--- src/hw/csfr_pkg.sv ---
package csfr_pkg;

  // ----------------------------------------------------------------
  // Register map
  // ----------------------------------------------------------------
  localparam logic [3:0]  CSFR_OFS_FLAG   = 4'h0;
  localparam logic [3:0]  CSFR_OFS_EVENT  = 4'h4;
  localparam logic [3:0]  CSFR_OFS_MASK   = 4'h8;
  localparam logic [3:0]  CSFR_OFS_RESULT = 4'hC;

  // ----------------------------------------------------------------
  // Flag register layout
  // ----------------------------------------------------------------
  localparam int unsigned CSFR_B_CARRY    = 0;
  localparam int unsigned CSFR_B_NIB      = 1;
  localparam int unsigned CSFR_B_NULL     = 2;
  localparam int unsigned CSFR_B_SLEEP    = 3;
  localparam int unsigned CSFR_B_EXPIRY   = 4;
  localparam int unsigned CSFR_B_SEG_LO   = 5;
  localparam int unsigned CSFR_B_SEG_HI   = 6;
  localparam logic [7:0]  CSFR_FLAG_RST   = 8'h18;
  localparam logic [7:0]  CSFR_SW_MASK    = 8'hE7;
  localparam logic [7:0]  CSFR_ALU_MASK   = 8'h07;

  // ----------------------------------------------------------------
  // Event and mask registers
  // ----------------------------------------------------------------
  localparam int unsigned CSFR_EV_W        = 3;
  localparam int unsigned CSFR_EV_EXPIRY   = 0;
  localparam int unsigned CSFR_EV_SLEEP    = 1;
  localparam int unsigned CSFR_EV_OVERRIDE = 2;
  localparam logic [2:0]  CSFR_EV_RST      = 3'h0;
  localparam logic [2:0]  CSFR_MASK_RST    = 3'h0;

  // ----------------------------------------------------------------
  // Operation codes and bus states
  // ----------------------------------------------------------------
  typedef enum logic [3:0] {
    CSFR_OP_NONE  = 4'h0,
    CSFR_OP_ADD   = 4'h1,
    CSFR_OP_SUB   = 4'h2,
    CSFR_OP_AND   = 4'h3,
    CSFR_OP_IOR   = 4'h4,
    CSFR_OP_XOR   = 4'h5,
    CSFR_OP_ROR   = 4'h6,
    CSFR_OP_ROL   = 4'h7,
    CSFR_OP_ZERO  = 4'h8,
    CSFR_OP_BCLR  = 4'h9,
    CSFR_OP_BSET  = 4'hA,
    CSFR_OP_STORE = 4'hB,
    CSFR_OP_KICK  = 4'hC,
    CSFR_OP_SLEEP = 4'hD
  } csfr_op_type;

  typedef enum logic [1:0] {
    CSFR_BS_IDLE = 2'b01,
    CSFR_BS_ACK  = 2'b10
  } csfr_bus_state_type;

endpackage

--- src/hw/csfr_if.sv ---
`timescale 1ns/10ps
interface csfr_alu_if;
  import csfr_pkg::*;
  csfr_op_type op;
  logic [7:0]  reg_val;
  logic [7:0]  acc_val;
  logic [2:0]  bit_idx;
  logic        carry_in;
  logic [7:0]  result;
  logic        null_out;
  logic        nib_out;
  logic        carry_out;
  logic        upd_null;
  logic        upd_nib;
  logic        upd_carry;
  logic        writes_result;
  modport core (output op, reg_val, acc_val, bit_idx, carry_in,
                input result, null_out, nib_out, carry_out, upd_null, upd_nib,
                upd_carry, writes_result);
  modport alu  (input op, reg_val, acc_val, bit_idx, carry_in,
                output result, null_out, nib_out, carry_out, upd_null, upd_nib,
                upd_carry, writes_result);
endinterface

interface csfr_bus_if;
  logic [3:0] addr;
  logic [7:0] wdata;
  logic       wr_pulse;
  logic [7:0] rdata;
  logic       hold;
  modport slave (output addr, wdata, wr_pulse, input rdata, hold);
  modport regs  (input addr, wdata, wr_pulse, output rdata, hold);
endinterface

--- src/hw/csfr_flag_alu.sv ---
`timescale 1ns/10ps
module csfr_flag_alu
  import csfr_pkg::*;
(
  csfr_alu_if.alu a
);

  logic [8:0] sum9;
  logic [4:0] nib5;

  always_comb begin
    sum9            = 9'h000;
    nib5            = 5'h00;
    a.result        = 8'h00;
    a.nib_out       = 1'b0;
    a.carry_out     = a.carry_in;
    a.upd_null      = 1'b0;
    a.upd_nib       = 1'b0;
    a.upd_carry     = 1'b0;
    a.writes_result = 1'b1;
    case (a.op)
      CSFR_OP_ADD, CSFR_OP_SUB: begin
        // Subtract as add of the inverted operand plus one
        if (a.op == CSFR_OP_ADD) begin
          sum9 = {1'b0, a.reg_val} + {1'b0, a.acc_val};
          nib5 = {1'b0, a.reg_val[3:0]} + {1'b0, a.acc_val[3:0]};
        end else begin
          sum9 = {1'b0, a.reg_val} + {1'b0, ~a.acc_val} + 9'h001;
          nib5 = {1'b0, a.reg_val[3:0]} + {1'b0, ~a.acc_val[3:0]} + 5'h01;
        end
        a.result    = sum9[7:0];
        a.nib_out   = nib5[4];
        a.carry_out = sum9[8];
        a.upd_null  = 1'b1;
        a.upd_nib   = 1'b1;
        a.upd_carry = 1'b1;
      end
      CSFR_OP_AND: begin
        a.result   = a.reg_val & a.acc_val;
        a.upd_null = 1'b1;
      end
      CSFR_OP_IOR: begin
        a.result   = a.reg_val | a.acc_val;
        a.upd_null = 1'b1;
      end
      CSFR_OP_XOR: begin
        a.result   = a.reg_val ^ a.acc_val;
        a.upd_null = 1'b1;
      end
      CSFR_OP_ROR: begin
        a.result    = {a.carry_in, a.reg_val[7:1]};
        a.carry_out = a.reg_val[0];
        a.upd_carry = 1'b1;
      end
      CSFR_OP_ROL: begin
        a.result    = {a.reg_val[6:0], a.carry_in};
        a.carry_out = a.reg_val[7];
        a.upd_carry = 1'b1;
      end
      CSFR_OP_ZERO: begin
        a.result   = 8'h00;
        a.upd_null = 1'b1;
      end
      CSFR_OP_BCLR: a.result = a.reg_val & ~(8'h01 << a.bit_idx);
      CSFR_OP_BSET: a.result = a.reg_val | (8'h01 << a.bit_idx);
      CSFR_OP_STORE: a.result = a.acc_val;
      default: a.writes_result = 1'b0;
    endcase
  end

  assign a.null_out = (a.result == 8'h00);

endmodule

--- src/hw/csfr_bus_slave.sv ---
`timescale 1ns/10ps
module csfr_bus_slave
  import csfr_pkg::*;
(
  input  wire logic        clk_sys,
  input  wire logic        resetn,
  input  wire logic [3:0]  avs_address,
  input  wire logic        avs_read,
  input  wire logic        avs_write,
  input  wire logic [31:0] avs_writedata,
  input  wire logic [3:0]  avs_byteenable,
  output logic      [31:0] avs_readdata,
  output logic             avs_waitrequest,
  csfr_bus_if.slave        b
);

  csfr_bus_state_type state_q, state_d;
  logic        wait_q, wait_d;
  logic [31:0] rdat_q, rdat_d;

  always_comb begin
    state_d = state_q;
    wait_d  = 1'b1;
    rdat_d  = rdat_q;
    case (state_q)
      CSFR_BS_IDLE: begin
        // Answer one cycle after the request, unless the core holds us
        if ((avs_read || avs_write) && !b.hold) begin
          state_d = CSFR_BS_ACK;
          wait_d  = 1'b0;
          rdat_d  = {24'h00_0000, b.rdata};
        end
      end
      CSFR_BS_ACK: state_d = CSFR_BS_IDLE;
      default:     state_d = CSFR_BS_IDLE;
    endcase
  end

  always_ff @(posedge clk_sys or negedge resetn) begin
    if (!resetn) begin
      state_q <= CSFR_BS_IDLE;
      wait_q  <= 1'b1;
      rdat_q  <= 32'h0000_0000;
    end else begin
      state_q <= state_d;
      wait_q  <= wait_d;
      rdat_q  <= rdat_d;
    end
  end

  assign b.addr          = avs_address;
  assign b.wdata         = avs_writedata[7:0];
  assign b.wr_pulse      = (state_q == CSFR_BS_ACK) && avs_write && avs_byteenable[0];
  assign avs_readdata    = rdat_q;
  assign avs_waitrequest = wait_q;

endmodule

--- src/hw/csfr_top.sv ---
// The placing of the registers and the Avalon-MM slave port were decided locally.
`timescale 1ns/10ps
// Operation
// Flag register may be any instruction's destination
// Flag-affecting ops override written result bits
// Software writes never change expiry/sleep flags
// Zero op clears segment, sets null, keeps rest
// Software should alter flags via clear/set/store
// Clear, set, store leave ALU flags alone
// Bits 7-5 segment select; bits 6-5 choose page
// Expiry flag set on power-up/kick/sleep, cleared on expiry
// Sleep flag set on power-up/kick, cleared on sleep
// Null flag marks all-zero ALU result
// Nibble overflow is carry/no-borrow from bit 3
// Carry is carry-out or no-borrow
// Rotates load carry with shifted-out bit
// Reset clears segment, sets expiry and sleep flags
module csfr_top
  import csfr_pkg::*;
(
  input  wire logic        clk_sys,
  input  wire logic        resetn,
  input  wire logic [3:0]  avs_address,
  input  wire logic        avs_read,
  input  wire logic        avs_write,
  input  wire logic [31:0] avs_writedata,
  input  wire logic [3:0]  avs_byteenable,
  output logic      [31:0] avs_readdata,
  output logic             avs_waitrequest,
  input  wire logic        op_valid,
  input  wire csfr_op_type op_code,
  input  wire logic [7:0]  op_reg,
  input  wire logic [7:0]  op_acc,
  input  wire logic [2:0]  op_bit,
  input  wire logic        op_dest_flag,
  input  wire logic        watchdog_expire,
  output logic      [7:0]  cpu_flag_register,
  output logic      [1:0]  rom_segment_select,
  output logic      [7:0]  op_result,
  output logic             op_done,
  output logic             irq
);

  // ----------------------------------------------------------------
  // Sub-blocks
  // ----------------------------------------------------------------
  csfr_alu_if alu_c ();
  csfr_bus_if bus_c ();

  csfr_flag_alu u_alu (
    .a (alu_c.alu)
  );

  csfr_bus_slave u_bus (
    .clk_sys         (clk_sys),
    .resetn          (resetn),
    .avs_address     (avs_address),
    .avs_read        (avs_read),
    .avs_write       (avs_write),
    .avs_writedata   (avs_writedata),
    .avs_byteenable  (avs_byteenable),
    .avs_readdata    (avs_readdata),
    .avs_waitrequest (avs_waitrequest),
    .b               (bus_c.slave)
  );

  // ----------------------------------------------------------------
  // State
  // ----------------------------------------------------------------
  logic [7:0]           flag_q, flag_d;
  logic [CSFR_EV_W-1:0] evt_q, evt_d;
  logic [CSFR_EV_W-1:0] mask_q, mask_d;
  logic                 irq_q, irq_d;
  logic [7:0]           res_q, res_d;
  logic                 done_q, done_d;
  logic [7:0]           wmask;
  logic [CSFR_EV_W-1:0] evt_set;
  logic [CSFR_EV_W-1:0] evt_clr;
  logic                 any_upd;
  logic                 sw_flag_wr;

  assign alu_c.op       = op_valid ? op_code : CSFR_OP_NONE;
  assign alu_c.reg_val  = op_reg;
  assign alu_c.acc_val  = op_acc;
  assign alu_c.bit_idx  = op_bit;
  assign alu_c.carry_in = flag_q[CSFR_B_CARRY];
  assign any_upd        = alu_c.upd_null | alu_c.upd_nib | alu_c.upd_carry;
  assign sw_flag_wr     = bus_c.wr_pulse && (bus_c.addr == CSFR_OFS_FLAG);

  // Core operations take the cycle; a bus request waits in IDLE, but a flag write already in ACK is lost
  assign bus_c.hold = op_valid;

  // ----------------------------------------------------------------
  // Flag register
  // ----------------------------------------------------------------
  always_comb begin
    flag_d  = flag_q;
    wmask   = CSFR_SW_MASK;
    evt_set = CSFR_EV_RST;
    if (op_valid) begin
      if (any_upd) begin
        wmask = CSFR_SW_MASK & ~CSFR_ALU_MASK;
      end
      if (alu_c.writes_result && op_dest_flag) begin
        flag_d = (flag_q & ~wmask) | (alu_c.result & wmask);
        if (any_upd) begin
          evt_set[CSFR_EV_OVERRIDE] = 1'b1;
        end
      end
      if (alu_c.upd_null) begin
        flag_d[CSFR_B_NULL] = alu_c.null_out;
      end
      if (alu_c.upd_nib) begin
        flag_d[CSFR_B_NIB] = alu_c.nib_out;
      end
      if (alu_c.upd_carry) begin
        flag_d[CSFR_B_CARRY] = alu_c.carry_out;
      end
      if (op_code == CSFR_OP_KICK) begin
        flag_d[CSFR_B_EXPIRY] = 1'b1;
        flag_d[CSFR_B_SLEEP]  = 1'b1;
      end
      if (op_code == CSFR_OP_SLEEP) begin
        flag_d[CSFR_B_EXPIRY] = 1'b1;
        flag_d[CSFR_B_SLEEP]  = 1'b0;
        evt_set[CSFR_EV_SLEEP] = 1'b1;
      end
    end else if (sw_flag_wr) begin
      // Bus write behaves as a store into the flag register
      flag_d = (flag_q & ~CSFR_SW_MASK) | (bus_c.wdata & CSFR_SW_MASK);
    end
    if (watchdog_expire) begin
      flag_d[CSFR_B_EXPIRY] = 1'b0;
      evt_set[CSFR_EV_EXPIRY] = 1'b1;
    end
  end

  always_ff @(posedge clk_sys or negedge resetn) begin
    if (!resetn) begin
      flag_q <= CSFR_FLAG_RST;
    end else begin
      flag_q <= flag_d;
    end
  end

  assign cpu_flag_register  = flag_q;
  assign rom_segment_select = flag_q[CSFR_B_SEG_HI:CSFR_B_SEG_LO];

  // ----------------------------------------------------------------
  // Events, mask and interrupt
  // ----------------------------------------------------------------
  always_comb begin
    evt_clr = CSFR_EV_RST;
    mask_d  = mask_q;
    if (bus_c.wr_pulse && (bus_c.addr == CSFR_OFS_EVENT)) begin
      evt_clr = bus_c.wdata[CSFR_EV_W-1:0];
    end
    if (bus_c.wr_pulse && (bus_c.addr == CSFR_OFS_MASK)) begin
      mask_d = bus_c.wdata[CSFR_EV_W-1:0];
    end
    // Set wins over a clear in the same cycle
    evt_d = (evt_q & ~evt_clr) | evt_set;
    irq_d = |(evt_d & mask_d);
  end

  always_ff @(posedge clk_sys or negedge resetn) begin
    if (!resetn) begin
      evt_q  <= CSFR_EV_RST;
      mask_q <= CSFR_MASK_RST;
      irq_q  <= 1'b0;
    end else begin
      evt_q  <= evt_d;
      mask_q <= mask_d;
      irq_q  <= irq_d;
    end
  end

  assign irq = irq_q;

  // ----------------------------------------------------------------
  // Operation result
  // ----------------------------------------------------------------
  always_comb begin
    res_d  = res_q;
    done_d = 1'b0;
    if (op_valid && alu_c.writes_result) begin
      res_d  = alu_c.result;
      done_d = 1'b1;
    end
  end

  always_ff @(posedge clk_sys or negedge resetn) begin
    if (!resetn) begin
      res_q  <= 8'h00;
      done_q <= 1'b0;
    end else begin
      res_q  <= res_d;
      done_q <= done_d;
    end
  end

  assign op_result = res_q;
  assign op_done   = done_q;

  // ----------------------------------------------------------------
  // Read decode
  // ----------------------------------------------------------------
  always_comb begin
    case (bus_c.addr)
      CSFR_OFS_FLAG:   bus_c.rdata = flag_q;
      CSFR_OFS_EVENT:  bus_c.rdata = {5'h00, evt_q};
      CSFR_OFS_MASK:   bus_c.rdata = {5'h00, mask_q};
      CSFR_OFS_RESULT: bus_c.rdata = res_q;
      default:         bus_c.rdata = 8'h00;
    endcase
  end

  // ----------------------------------------------------------------
  // Checks
  // ----------------------------------------------------------------
  AST_TO_PD_SW_RO: assert property (@(posedge clk_sys) disable iff (!resetn)
    (sw_flag_wr && !op_valid && !watchdog_expire)
    |=> flag_q[4:3] == $past(flag_q[4:3]))
    else $error("software write changed expiry or sleep flag");

  AST_ADD_MASKED: assert property (@(posedge clk_sys) disable iff (!resetn)
    (op_valid && op_code == CSFR_OP_ADD && op_dest_flag && !watchdog_expire)
    |=> (flag_q[7:5] == 3'(($past(op_reg) + $past(op_acc)) >> 5))
        && (flag_q[4:3] == $past(flag_q[4:3]))
        && (flag_q[0] == ($past(op_reg) + $past(op_acc) > 9'h0FF)))
    else $error("add into flag register not masked");

  AST_ZERO_OP: assert property (@(posedge clk_sys) disable iff (!resetn)
    (op_valid && op_code == CSFR_OP_ZERO && op_dest_flag && !watchdog_expire)
    |=> (flag_q[7:5] == 3'h0) && flag_q[CSFR_B_NULL]
        && (flag_q[4:3] == $past(flag_q[4:3]))
        && (flag_q[1:0] == $past(flag_q[1:0])))
    else $error("zero op on flag register wrong");

  AST_STORE_FULL: assert property (@(posedge clk_sys) disable iff (!resetn)
    (op_valid && op_code == CSFR_OP_STORE && op_dest_flag)
    |=> (flag_q & CSFR_SW_MASK) == ($past(op_acc) & CSFR_SW_MASK))
    else $error("store into flag register lost bits");

  AST_BSET_KEEP: assert property (@(posedge clk_sys) disable iff (!resetn)
    (op_valid && op_code == CSFR_OP_BSET && !op_dest_flag)
    |=> flag_q == $past(flag_q) || $past(watchdog_expire))
    else $error("bit set altered flags");

  AST_SUB_CARRY: assert property (@(posedge clk_sys) disable iff (!resetn)
    (op_valid && op_code == CSFR_OP_SUB && !op_dest_flag)
    |=> flag_q[CSFR_B_CARRY] == ($past(op_reg) >= $past(op_acc)))
    else $error("subtract carry wrong");

  AST_ROR_CARRY: assert property (@(posedge clk_sys) disable iff (!resetn)
    (op_valid && op_code == CSFR_OP_ROR && !op_dest_flag)
    |=> flag_q[CSFR_B_CARRY] == (($past(op_reg) & 8'h01) != 8'h00))
    else $error("rotate right carry wrong");

  AST_SLEEP_FLAGS: assert property (@(posedge clk_sys) disable iff (!resetn)
    (op_valid && op_code == CSFR_OP_SLEEP && !watchdog_expire)
    |=> flag_q[CSFR_B_EXPIRY] && !flag_q[CSFR_B_SLEEP] && evt_q[CSFR_EV_SLEEP])
    else $error("sleep did not update flags");

  AST_EXPIRY: assert property (@(posedge clk_sys) disable iff (!resetn)
    watchdog_expire |=> !flag_q[CSFR_B_EXPIRY] && evt_q[CSFR_EV_EXPIRY])
    else $error("watchdog expiry not recorded");

  AST_SEG_PAGE: assert property (@(posedge clk_sys) disable iff (!resetn)
    $changed(rom_segment_select) |-> $past(op_valid) || $past(sw_flag_wr))
    else $error("segment select changed without a write");

  AST_KICK_FLAGS: assert property (@(posedge clk_sys) disable iff (!resetn)
    (op_valid && op_code == CSFR_OP_KICK && !watchdog_expire)
    |=> flag_q[CSFR_B_EXPIRY] && flag_q[CSFR_B_SLEEP])
    else $error("kick did not set expiry and sleep flags");

  AST_ADD_NIB: assert property (@(posedge clk_sys) disable iff (!resetn)
    (op_valid && op_code == CSFR_OP_ADD && !op_dest_flag)
    |=> flag_q[CSFR_B_NIB] == ($past(op_reg[3:0]) + $past(op_acc[3:0]) > 5'h0F))
    else $error("add nibble overflow wrong");

  AST_ROL_CARRY: assert property (@(posedge clk_sys) disable iff (!resetn)
    (op_valid && op_code == CSFR_OP_ROL && !op_dest_flag)
    |=> flag_q[CSFR_B_CARRY] == $past(op_reg[7]))
    else $error("rotate left carry wrong");

  AST_AND_NULL: assert property (@(posedge clk_sys) disable iff (!resetn)
    (op_valid && op_code == CSFR_OP_AND && !op_dest_flag)
    |=> flag_q[CSFR_B_NULL] == (($past(op_reg) & $past(op_acc)) == 8'h00))
    else $error("logic op null flag wrong");

endmodule

--- config.mk ---
export PLATFORM = sky130hd
export DESIGN_NAME = csfr_top
export DESIGN_NICKNAME = d
export VERILOG_FILES = /design/src/hw/csfr_pkg.sv /design/src/hw/csfr_if.sv /design/src/hw/csfr_flag_alu.sv /design/src/hw/csfr_bus_slave.sv /design/src/hw/csfr_top.sv
export SDC_FILE = /design/constraint.sdc
export NUM_CORES = 1
export LEC_CHECK = 0
export BUFFER_PORTS_ARGS = -buffer_cell sky130_fd_sc_hd__buf_2
export CORE_MARGIN = 1
export CORE_UTILIZATION = 30
export DETAILED_ROUTE_END_ITERATION = 6
export MAX_ROUTING_LAYER = met4
export PLACE_DENSITY = 0.64
export SLEW_MARGIN = 40
export SYNTH_ARGS = -nofsm -noshare
export SYNTH_HDL_FRONTEND = slang
export SYNTH_SLANG_ARGS = --single-unit
export TNS_END_PERCENT = 50
--- constraint.sdc ---
create_clock -name clk_sys -period 2 [get_ports clk_sys]
set_clock_uncertainty 0.1 [all_clocks]
set_input_delay 0.2 -clock clk_sys [delete_from_list [all_inputs] [get_ports clk_sys]]
set_output_delay 0.2 -clock clk_sys [all_outputs]
set_load 0.02 [all_outputs]
# [Yosys cells after proc, flatten, opt, wreduce, memory -nomap -nowiden]
# Cells that the tools add are included.
[op_classes] n_reduce_logical=26 n_eq_ne=26 shifts=1 bitwise=19 n_mux=34 add_sub_neg=6
[op_table] operator="case mux 8 bit (9 select lines)" count=1
[op_table] operator="AND 8 bit" count=4
[op_table] operator="equality test 4 bit (second input constant)" count=8
[op_table] operator="2-to-1 mux 8 bit" count=4
[op_table] operator="case mux 8 bit (4 select lines)" count=1
[op_table] operator="inverter 8 bit" count=3
[op_table] operator="OR 8 bit" count=3
[op_table] operator="equality test 4 x 3 -> 1 bit (second input constant)" count=5
[op_table] operator="adder 8 x 8 -> 9 bit" count=2
[op_table] operator="2-to-1 mux 1 bit" count=16
[op_table] operator="AND reduction 2 bit" count=6
[op_table] operator="OR reduction 11 bit" count=1
[op_table] operator="adder 4 x 4 -> 5 bit" count=2
[op_table] operator="2-to-1 mux 2 bit" count=5
[op_table] operator="adder 9 x 1 -> 9 bit (second input constant)" count=1
[op_table] operator="2-to-1 mux 3 bit" count=3
[op_table] operator="2-to-1 mux 9 bit" count=1
[op_table] operator="inequality test 3 x 1 -> 1 bit (second input constant)" count=3
[op_table] operator="equality test 4 x 2 -> 1 bit (second input constant)" count=2
[op_table] operator="logical AND 1 bit" count=8
[op_table] operator="logical NOT 8 bit" count=1
[op_table] operator="OR 5 x 8 -> 8 bit" count=1
[op_table] operator="left shift 1 x 3 -> 8 bit (first input constant)" count=1
[op_table] operator="XOR 8 bit" count=1
[op_table] operator="other kinds (26)" count=29
[word_totals] in_bits=70 output_inout_bits=53 reg_bits=35 word_cells=126

# [Depth between registers and ports, before layout]
# Gate-level depths: netlist (run 1).
[logic_depth] word_depth=16 ltp_mapped=10 ltp_nobuf=10

# [Hierarchy]
# From an unflattened synthesis (run 1), not the netlist that was laid out.
[unflattened] hier_cells=434 area_unflattened_um2=3679.8
[by_module_without_submodules] mod="csfr_flag_alu" area_per_inst_um2=1634.1 n_inst=1 cells_per_inst=253 seq_area_each_um2=0.0
[by_module_without_submodules] mod="csfr_top" area_per_inst_um2=1355.0 n_inst=1 cells_per_inst=119 seq_area_each_um2=603.1
[by_module_without_submodules] mod="csfr_bus_slave" area_per_inst_um2=690.7 n_inst=1 cells_per_inst=62 seq_area_each_um2=277.8

# [Worst setup path after synthesis (run 1)]
# Ideal clock, no wire load.
[synth_path] path_kind="input -> register" start="in op_acc[4]" end="reg flag_q[6], in the netlist cpu_flag_register[6]" required_time_ps=1776 setup_ps=124 n_path_buf=1 arrival_ps=2290 cell_stages=9 path_slack_ps=-514 path_cell_list="inv_1 > ha_1 > clkbuf_1 > nor3b_1 > a2111oi_0 > mux2i_1 > xnor2_1 > a221o_1 > o31a_1"
[synth_between] elab_chain_len=9 word_cells_on_any_way=10 cone_classes="add/sub: 3; mux: 4; bitwise: 3"
[synth_lines] element="from (decl)" line_no="csfr_top.sv:33" source="input wire logic [7:0] op_acc,"
[synth_lines] element="inverter 8 bit" line_no="csfr_flag_alu.sv:28" source="sum9 = {1'b0, a.reg_val} + {1'b0, ~a.acc_val} + 9'h001;"
[synth_lines] element="adder 8 x 8 -> 9 bit" line_no="csfr_flag_alu.sv:28"
[synth_lines] element="adder 9 x 1 -> 9 bit" line_no="csfr_flag_alu.sv:28"
[synth_lines] element="2-to-1 mux 9 bit (*)" line_no="csfr_flag_alu.sv:24" source="if (a.op == CSFR_OP_ADD) begin"
[synth_lines] element="case mux 8 bit (9 select lines) (*)" line_no="csfr_flag_alu.sv:21" source="case (a.op)"
[synth_lines] element="AND 8 bit (*)" line_no="csfr_top.sv:105" source="flag_d = (flag_q & ~wmask) | (alu_c.result & wmask);"
[synth_lines] element="OR 8 bit (*)" line_no="csfr_top.sv:105"
[synth_lines] element="2-to-1 mux 8 bit (*)" line_no="csfr_top.sv:104" source="if (alu_c.writes_result && op_dest_flag) begin"
[synth_lines] element="2-to-1 mux 8 bit (*)" line_no="csfr_top.sv:100" source="if (op_valid) begin"
[synth_lines] element="to (signal assigned)" line_no="csfr_top.sv:142" source="flag_q <= flag_d;"
[synth_lines] element="to (decl)" line_no="csfr_top.sv:70" source="logic [7:0] flag_q, flag_d;"
# Mark *: on every way between the ends. The rest lies on a longest branch, timed or not. The select of a mux whose other input is x is not followed.
# A chain may end at the register's enable or synchronous reset.

# [Final worst setup path (run 1)]
[layout_path] start="reg u_bus.state_q[0]" end="reg irq_q, in the netlist irq"
[layout_between] word_cells_on_any_way=12 cone_classes="eq/ne: 1; mux: 2; bitwise: 4; reduce/logical: 5"
[layout_rtl] element="from (decl)" line_no="csfr_bus_slave.sv:17" source="csfr_bus_state_type state_q, state_d;"
[layout_rtl] element="from (signal assigned)" line_no="csfr_bus_slave.sv:45" source="state_q <= state_d;"
[layout_rtl] element="equality test 2 bit" line_no="csfr_bus_slave.sv:53" source="assign b.wr_pulse = (state_q == CSFR_BS_ACK) && avs_write && avs_byteenable[0];"
[layout_rtl] element="logical AND 1 bit (2 in a row)" line_no="csfr_bus_slave.sv:53"
[layout_rtl] element="logical AND 1 bit" line_no="csfr_top.sv:158" source="if (bus_c.wr_pulse && (bus_c.addr == CSFR_OFS_MASK)) begin"
[layout_rtl] element="2-to-1 mux 3 bit" line_no="csfr_top.sv:158"
[layout_rtl] element="via mask_d[2]" line_no="csfr_top.sv:72" source="logic [CSFR_EV_W-1:0] mask_q, mask_d;"
[layout_rtl] element="AND 3 bit" line_no="csfr_top.sv:163" source="irq_d = |(evt_d & mask_d);"
[layout_rtl] element="OR reduction 3 bit" line_no="csfr_top.sv:163"
[layout_rtl] element="via irq_d" line_no="csfr_top.sv:73" source="logic irq_q, irq_d;"
[layout_rtl] element="to (signal assigned)" line_no="csfr_top.sv:174" source="irq_q <= irq_d;"
[layout_rtl] element="to (decl)" line_no="csfr_top.sv:73"
# The timed path passes the listed nets, and every way through them passes these cells.

==> flow_summary.toml, run 1 <==
[outcome]
status = "finished, violations left"
violations = "negative setup slack"

[cells_and_area]
drive_gt1_share_pct = 44.5
area_growth_pct = 47.2
stdcell_count = 691
diodes = 0
fin_util_pct = 46.4
finalNetCount = 643

[routing]
first_iter_violations = 178
post_drt_wl_per_cell_um = 15.9
dr.pass1.iters = 4
drc_errors = 0
routed_wl_um = 11000
antenna_left = 0
viasPerCell = 5.15
vias = 3557

[worst_hold_path]
min_path_type = "input pin to flop"
whs_path_depth = 3
min_to = "u_bus.state_q[0]"
min-delay-start = "avs_write"

[sta]
fmax_mhz = 463
setup_violations = 7
finalHoldViolations = 0
rsz0062_at_grt = "true"
fin_crit_sh_pct = 108
setup_ws_ns = -0.158
period_minus_slack_ns = 2.16
hold_slack_ns = 0.101
slew_viol_final = 0

[floorplan]
die_area_um2 = 11500
num_rows = 37
ioPinCount = 123
initial_utilization_pct = 31.5
die_y_um = 107
core-area_um2 = 10500
die_w_um = 107

[critical_path]
crit_type = "flop to flop"
cp-end-kind = "flop"
reg2reg_slack_ns = -0.16
worstSetupStartpointType = "flop"
r2r_start = "u_bus.state_q[0]"
worstPathRequired_ns = 2.06
crit_fanout = 4
rr_endpoint = "irq"
reg2reg_depth = 5
arrival_ns = 2.22

[place]
gp_congestion = 0.927
placedCellCount = 676
portBuffers = 69
place_ws_ns = -0.575
hpwl_um = 9040

[global_routing]
track_usage_pct = 20.3
grt.overflow.total = 0
grt_max_degree = 36
grt_pass1_wl_um = 17800
grt_pass1_vias = 3529
antenna_found_initial = 0

[clock_network]
cts_made_buffers = 5
clk_latency_ns = 0.28
cts_tree = "yes"
cts-root-buf = "clkbuf_8"
cts_sinks = 35
cts.path.max_buffers = 2
path_clk_slew_ns = 0.07
cts_max_level = 2

[yosys]
ys_types = 76
synthArstFlopShare_pct = 100
ys_warn_count = 0
synth-edff-count = 0
ys_seq_elements = 35
yosysSeqAreaShare_pct = 26.6
synthTopCellsByArea = "dfrtp_1 23%, buf_4 6.8%, ha_1 6.4%"
syn_avg_cell_area_um2 = 8.60
syn_area_um2 = 3310
synth_top_area_share_pct = 23.4
synth_top_cell_by_area = "dfrtp_1"
synthFlopType = "dfrtp_1"
syn_inst = 385

[run]
drv_cap = 0

[power]
leakage_nw = 2.37
p_per_area_nw_per_um2 = 552
ir_drop_v = 0.000441
[cell usage after synthesis (6+ instances only)]
| cell type | count |
|---|---|
| a221o_1 | 8 |
| dfrtp_1 | 31 |
| nor2b_1 | 7 |
| clkbuf_1 | 11 |
| ha_1 | 17 |
| inv_1 | 22 |
| o21ai_0 | 13 |
| a21oi_1 | 20 |
| nor3_1 | 9 |
| nand2_1 | 33 |
| buf_4 | 30 |
| a21o_1 | 12 |
| buf_2 | 6 |
| mux2i_1 | 7 |
| o31ai_1 | 7 |
| a22oi_1 | 6 |
| nor2_1 | 28 |
[stage by stage]
stage                     TNS, ns  total power, mW  cell area [µm²]
after floorplan            -0.750             1.58             3550
after global placement      -3.55             1.97             4560
after detailed placement    -4.26             1.99             4560
after CTS                  -0.388             2.68             4810
after global routing        -1.18             2.84             4880
final                      -0.632             2.69             4880
[cell type report]
class	instances	area (µm²)
clock inverter	2	35.0
tap	136	170
sequential	35	881
inverter	22	95.1
clock buffer	6	82.6
multi-input combinational	302	2340
timing repair buffer	188	1270
fill	1005	5630
[how the worst max path moves through the flow]
stage / cells after the start / from / end
after global placement: 11 / op_reg[0] / flop
after CTS: 5 / u_bus.state_q[0] / irq
after floorplan: 7 / avs_address[0] / irq
final: 5 / u_bus.state_q[0] / irq
after global routing: 5 / u_bus.state_q[0] / irq
after detailed placement: 11 / op_reg[0] / flop
[what timing repair did]
action	4_1_cts	5_1_grt
pin swaps	7	5
setup endpoints to repair	8	9
hold endpoints to repair	33	0
setup buffers	0	4
hold buffers	3	0
resized for setup	23	8
[critical path, cell delays in order (launching register included)]
cell     delay, ns
dfstp_2       0.37
or4b_4        0.56
nor3b_4       0.27
mux2_4        0.34
and2_4        0.14
a221o_1       0.26
[sequential cells by signal (all words and copies together) (netlist names), named ones only]
| signal | cells |
|---|---|
| u_bus.avs_readdata | 8 |
| u_bus.state_q | 2 |
| op_result | 8 |
| cpu_flag_register | 5 |
| u_bus.avs_waitrequest | 1 |
| irq | 1 |
| op_done | 1 |
| mask_q | 3 |
| evt_q | 3 |
[routing by layer]
metal  wire length [µm]  up-vias  track usage [%]
li1                   -     1706                -
met1               4980     1708             26.7
met2               5200      133             33.0
met3                703       10             3.53
met4                116        0             4.01
met5                  0        -                -
[logic make-up (layout without fill, tap and decap cells)]
logic type | after synthesis | count (layout) | synth area share [%]
XOR/XNOR | 7 | 7 | 1.85
adder cells (fa/ha/maj) | 19 | 19 | 7.63
flip-flops | 35 | 35 | 26.6
buffers and inverters | 71 | 218 | 11.9
AO/OA/AOI/OAI | 117 | 117 | 27.0
multiplexers | 15 | 15 | 5.86
AND/OR/NAND/NOR | 120 | 120 | 19.0
other | 1 | 24 | 0.113
[placed cells by master, fill, tap and decap left out, types with 3 or more instances in the layout]
cell type / instances
buf_2: 63
a21o_1: 12
a22o_1: 5
mux2i_1: 7
nor2_1: 28
dlygate4sd3_1: 3
nand2b_1: 4
and3_1: 3
clkbuf_8: 6
nor2b_1: 7
a31oi_1: 3
a22oi_1: 6
o211ai_1: 5
o22a_1: 3
buf_4: 118
dfrtp_1: 31
a21oi_1: 18
ha_4: 7
nand2_1: 33
a211o_1: 3
ha_1: 8
o31ai_1: 7
inv_2: 5
a21oi_2: 3
nand3_1: 4
mux2_2: 3
o21ai_0: 12
nand3b_1: 4
conb_1: 24
nand4_1: 4
xnor2_1: 5
mux4_2: 3
nor3_1: 8
dfstp_2: 4
a221o_1: 8
inv_1: 16
nand4b_1: 3
[where the power goes]
| group | total [mW] | internal [mW] | switching (mW) |
|---|---|---|---|
| combinational | 1.14 | 0.518 | 0.622 |
| clock | 0.650 | 0.403 | 0.247 |
| sequential | 0.902 | 0.813 | 0.0886 |
| total | 2.69 | 1.73 | 0.957 |
(Power assumes the default switching activity.)
==> inputs of run 2 (changes only) <==
==> constraint.sdc (replaced) <==
create_clock -name clk_sys -period 2 [get_ports clk_sys]
set_clock_uncertainty 0.1 [all_clocks]
set_input_delay 0.1 -clock clk_sys [delete_from_list [all_inputs] [get_ports clk_sys]]
set_output_delay 0.1 -clock clk_sys [all_outputs]
set_load 0.02 [all_outputs]
==> flow_summary.toml, run 2 (same netlist as run 1, synthesis figures left out) <==
[outcome]
status = "finished, violations left"
violations = "negative setup slack"

[floorplan]
die_y_um = 107
core-area_um2 = 10500
die_w_um = 107
ioPinCount = 123
num_rows = 37
die_area_um2 = 11500
initial_utilization_pct = 31.5

[clock_network]
cts_max_level = 2
cts.path.max_buffers = 2
cts_sinks = 35
cts-root-buf = "clkbuf_8"
cts_tree = "yes"
cts_made_buffers = 5
path_clk_slew_ns = 0.06
clk_latency_ns = 0.29

[sta]
tns_ns = -0.235
hold_slack_ns = 0.0128
setup_violations = 3
slew_headroom_pct = 66.4
fmax_mhz = 461
rsz0062_at_grt = "true"
setup_ws_ns = -0.169
fin_crit_sh_pct = 108
finalHoldViolations = 0
period_minus_slack_ns = 2.17
worstMarginPinSlew_ns = 0.502
slew_viol_final = 0

[place]
portBuffers = 69
place_area_um2 = 4470
hpwl_um = 8900
gp_congestion = 0.924

[global_routing]
track_usage_pct = 20.0
grt_pass1_wl_um = 17600
antenna_found_initial = 0
grt.overflow.total = 0
grt_max_degree = 36
grt_pass1_vias = 3446

[critical_path]
slowest_stage = "or4b_4"
rr_endpoint = "irq"
critical-path-top-delay-family = "simple AND/OR/NAND/NOR gates"
cp_num_buf_inv = 0
crit_path_cell_trace = "or4b_4 > nor3b_4 > mux2_4 > and2_4 > a221o_1"
crit_fanout = 4
crit_start = "u_bus.state_q[0]"
slowest_delay_ns = 0.57
worstSetupStartpointType = "flop"
endpoint = "irq"
arrival_ns = 2.24
r2r_start = "u_bus.state_q[0]"
reg2reg_depth = 5
worstPathRequired_ns = 2.07
crit_type = "flop to flop"
cp_num_cells = 5
cp-end-kind = "flop"
reg2reg_slack_ns = -0.17

[routing]
post_drt_wl_per_cell_um = 16.3
viasPerCell = 5.23
first_iter_violations = 226
routed_wl_um = 11300
drc_errors = 0
dr.pass1.iters = 4
antenna_left = 0
vias = 3613

[power]
leakage_nw = 2.35
p_per_area_nw_per_um2 = 527
ir_drop_v = 0.000403

[cells_and_area]
area_growth_pct = 47.1
fin_area_um2 = 4870
mostFrequentLayoutCells = "113 x buf_4, 65 x buf_2, 33 x nand2_1"
finalNetCount = 643
diodes = 0
drive_gt1_share_pct = 44.3
final_common_cell = "buf_4"
nFillCells = 1001

[worst_hold_path]
min_path_type = "input pin to flop"

[run]
drv_cap = 0
==> run 2: changes by cell type in the layout (fill, tap and decap cells not counted), sizes merged <==
cell,change
clkinv,-1
bufinv,-1
dlygate4sd3,+1
clkbuf,+1
==> run 2: how the worst min path moves through the flow <==
| stage | endpoint | startpoint | depth (start not counted) | slack [ns] |
|---|---|---|---|---|
| 2_1_floorplan | asynchronous set/reset pin | resetn | 0 | -0.30 |
| 3_3_place_gp | u_bus.avs_readdata[6] | resetn | 1 | 0.11 |
| 3_5_place_dp | op_result[5] | resetn | 1 | 0.12 |
| 6_report | mask_q[1] | avs_writedata[1] | 2 | 0.01 |
| 4_1_cts | mask_q[1] | avs_writedata[1] | 2 | 0.006 |
| 5_1_grt | mask_q[1] | avs_writedata[1] | 2 | 0.008 |
==> run 2: power by group <==
| group | switching (mW) | internal (mW) | total, mW |
|---|---|---|---|
| logic | 0.639 | 0.544 | 1.18 |
| registers | 0.0879 | 0.813 | 0.901 |
| clock network | 0.239 | 0.247 | 0.486 |
| total | 0.966 | 1.60 | 2.57 |
==> run 2: stage by stage <==
stage / std cells / worst slack, ns / power, mW / util [%]
final: 691 / -0.169 / 2.57 / 46.4
after global routing: 691 / -0.207 / 2.71 / 46.4
after CTS: 685 / -0.170 / 2.52 / 44.8
after detailed placement: 669 / -0.442 / 1.98 / 42.6
after global placement: 669 / -0.365 / 1.96 / 42.6
after floorplan: 408 / -0.137 / 1.57 / -
==> run 2: area by class of cell <==
cell class                 count  area [µm²]  share of cell area (%)
clock buffer                   8        80.1                    1.64
inverter                      22        95.1                    1.95
multi-input combinational    302        2330                    47.9
sequential                    35         881                    18.1
tap                          136         170                    3.49
timing repair buffer         188        1320                    27.0
==> run 2: worst register-to-register path, cell delays in order (launching register included) <==
cell and delay, ns:
dfstp_2 0.37, or4b_4 0.57, nor3b_4 0.28, mux2_4 0.34, and2_4 0.14, a221o_1 0.26
==> run 2: repair_timing <==
action / in CTS / in global routing
endpoints found under the hold margin: 34 / 0
setup endpoints to repair: 7 / 10
gates cloned: 0 / 1
pin swaps: 14 / 20
hold buffers: 4 / 0
setup buffers: 4 / 5
resized for setup: 18 / 21
==> run 2: per-layer routing <==
| layer | vias up | GRT usage, % | wire (µm) | part of all wire [%] |
|---|---|---|---|---|
| met3 | 12 | 2.74 | 676 | 6.0 |
| met2 | 130 | 32.7 | 5420 | 48 |
| li1 | 1704 | - | - | - |
| met1 | 1767 | 26.4 | 5050 | 45 |
| met4 | 0 | 4.21 | 112 | 1.0 |
| met5 | - | - | 0 | 0 |
==> inputs of run 3 (changes only) <==
--- a/config.mk
+++ b/config.mk
@@ -5,12 +5,13 @@
 export SDC_FILE = /design/constraint.sdc
 export NUM_CORES = 1
 export LEC_CHECK = 0
+export ABC_AREA = 1
 export BUFFER_PORTS_ARGS = -buffer_cell sky130_fd_sc_hd__buf_2
 export CORE_MARGIN = 1
 export CORE_UTILIZATION = 30
 export DETAILED_ROUTE_END_ITERATION = 6
 export MAX_ROUTING_LAYER = met4
-export PLACE_DENSITY = 0.64
+export PLACE_DENSITY = 0.63
 export SLEW_MARGIN = 40
 export SYNTH_ARGS = -nofsm -noshare
 export SYNTH_HDL_FRONTEND = slang
==> flow_summary.toml, run 3 <==
[outcome]
status = "completed"

[yosys]
synthArstFlopShare_pct = 100
ys_types = 39
ys_warn_count = 0
syn_avg_cell_area_um2 = 6.28
synth_top_area_share_pct = 21.8
ys_top_cells_by_count = "189 x nand2_1, 67 x inv_1, 65 x nand3_1"
ys_seq_elements = 35
synthTopCellsByArea = "dfrtp_1 22%, nand2_1 20%, nand3_1 9.1%"
synthMostInstantiatedCell = "nand2_1"
yosysSeqAreaShare_pct = 24.7
syn_inst = 567
synth-edff-count = 0
synthFlopType = "dfrtp_1"
synth_top_cell_by_area = "dfrtp_1"
syn_area_um2 = 3560

[routing]
m1WireLength_um = 5050
routed_wl_um = 10900
vias = 3868
wl_met3_um = 611
post_drt_wl_per_cell_um = 13.0
drc_errors = 0
dr.pass1.iters = 5
antenna_left = 0
top_layer = "met4"
viasPerCell = 4.62
first_iter_violations = 281
met2RoutedLength_um = 4910

[power]
p_seq_share_pct = 33.6
p_switching_mw = 1.00
leakage_nw = 2.60
ir_drop_v = 0.000616
pwr-share-clk_pct = 27.9
p_sw_share_pct = 38.0
fin_total_pwr_mw = 2.65
p_int_mw = 1.64
p_per_area_nw_per_um2 = 583
p_comb_share_pct = 38.5

[floorplan]
initial_utilization_pct = 31.0
die_area_um2 = 12300
ioPinCount = 123
die_w_um = 111
die_y_um = 111
num_rows = 39
core-area_um2 = 11500

[cells_and_area]
nFillCells = 1237
seqCellArea_um2 = 881
final_common_cell = "nand2_1"
multi_input_area_um2 = 2260
fin_util_pct = 39.6
stdcell_count = 837
drive_gt1_share_pct = 25.5
area_growth_pct = 27.5
fin_area_um2 = 4540
mostFrequentLayoutCells = "189 x nand2_1, 68 x buf_2, 67 x inv_1"
finalNetCount = 782
diodes = 0

[clock_network]
cts_sinks = 35
cts.path.max_buffers = 2
cts-root-buf = "clkbuf_16"
cts_made_buffers = 5
path_clk_slew_ns = 0.05
cts_max_level = 2
postCtsSetupBuffers = 0
clk_latency_ns = 0.28
cts_tree = "yes"

[critical_path]
worstPathRequired_ns = 2.06
arrival_ns = 1.88
crit_fanout = 3
cp-end-kind = "flop"
crit_path_cell_trace = "buf_2 > inv_1 > ha_1 > fa_2 > nand2_1 > nand2_1 > nor2_1 > nor2_1 > nand3_1 > buf_4 > nand2_1 > nand2_1 > a21oi_1 > o21ai_1"
worstSetupStartpointType = "input pin"
slowest_delay_ns = 0.52
crit_top_cell = "nand2_1"
crit_type = "input pin to flop"
slowest_stage = "fa_2"

[run]
drv_cap = 0

[sta]
slew_viol_final = 0
setup_ws_ns = 0.183
fmax_mhz = 550
setup_violations = 0
fin_crit_sh_pct = 90.9
rsz0062_at_grt = "false"
period_minus_slack_ns = 1.82
finalHoldViolations = 0

[global_routing]
grt_pass1_wl_um = 18100
grt_max_degree = 36
grt_pass1_vias = 3646
antenna_found_initial = 0
grt.overflow.total = 0
track_usage_pct = 18.9

[place]
place_ws_ns = -0.101
place_area_um2 = 4370
portBuffers = 69
hpwl_um = 9140
gp_congestion = 0.949
placedCellCount = 827

[worst_hold_path]
min_path_type = "input pin to flop"
run 3: metrics by stage:
| step | hold WS, ns | setup TNS [ns] |
|---|---|---|
| after global placement | 0.115 | -0.0580 |
| after global routing | 0.0456 | 0 |
| final | 0.0126 | 0 |
| after detailed placement | 0.122 | -0.172 |
| after floorplan | -0.296 | 0 |
| after CTS | 0.0130 | 0 |
run 3: metal layers:
metal | up-vias | global-route usage [%]
met3 | 23 | 2.90
li1 | 2009 | -
met5 | - | -
met2 | 138 | 30.8
met1 | 1698 | 23.9
met4 | 0 | 6.49
run 3: logic make-up (layout without fill, tap and decap cells):
group / after synthesis / count (layout) / share of synthesized area (%)
other: 1 / 24 / 0.105
buffers and inverters: 107 / 211 / 14.5
AOI/OAI and AO/OA: 57 / 57 / 9.24
DFF: 35 / 35 / 24.7
and+or+nand+nor: 348 / 348 / 44.3
adders and majority gates: 19 / 19 / 7.10
run 3: worst paths after layout:
kind	startpoint	endpoint	slack, ns	cells after the start
max in group asynchronous	resetn	u_bus.avs_waitrequest	1.25	2
min in group asynchronous	resetn	irq	0.20	2
max reg2reg	u_bus.state_q[0]	u_bus.avs_readdata[2]	0.40	5
max	op_reg[0]	flop	0.18	14
min reg2reg	u_bus.avs_readdata[0]	u_bus.avs_readdata[0]	0.37	2
min	avs_writedata[5]	cpu_flag_register[5]	0.01	3
run 3: cell type report:
type,count,share of cell area [%]
Tap cell,143,3.94
Multi-Input combinational cell,448,49.7
Sequential cell,35,19.4
Clock inverter,2,0.276
Inverter,75,6.29
Clock buffer,6,2.84
Timing Repair Buffer,128,17.5
run 3: power by group through the flow:
stage,combinational [mW],clock [mW],sequential [mW]
floorplan,0.540,0,0.992
detailed placement,1.01,0,0.899
finish,1.02,0.739,0.888
CTS,1.02,0.751,0.888
global route,1.14,0.783,0.899
global placement,1.01,0,0.896
run 3: timing repair:
| action | CTS | global route |
|---|---|---|
| resized for setup | 0 | 3 |
| setup endpoints to repair | 0 | 1 |
| hold buffers | 2 | 0 |
| hold endpoints to repair | 33 | 0 |
run 3: worst max-delay path: cells and delay by family:
family,cells,cell delay [ns]
adders and majority gates,2,0.72
AOI/OAI and AO/OA,2,0.21
buffers and inverters,3,0.33
and+or+nand+nor,7,0.50
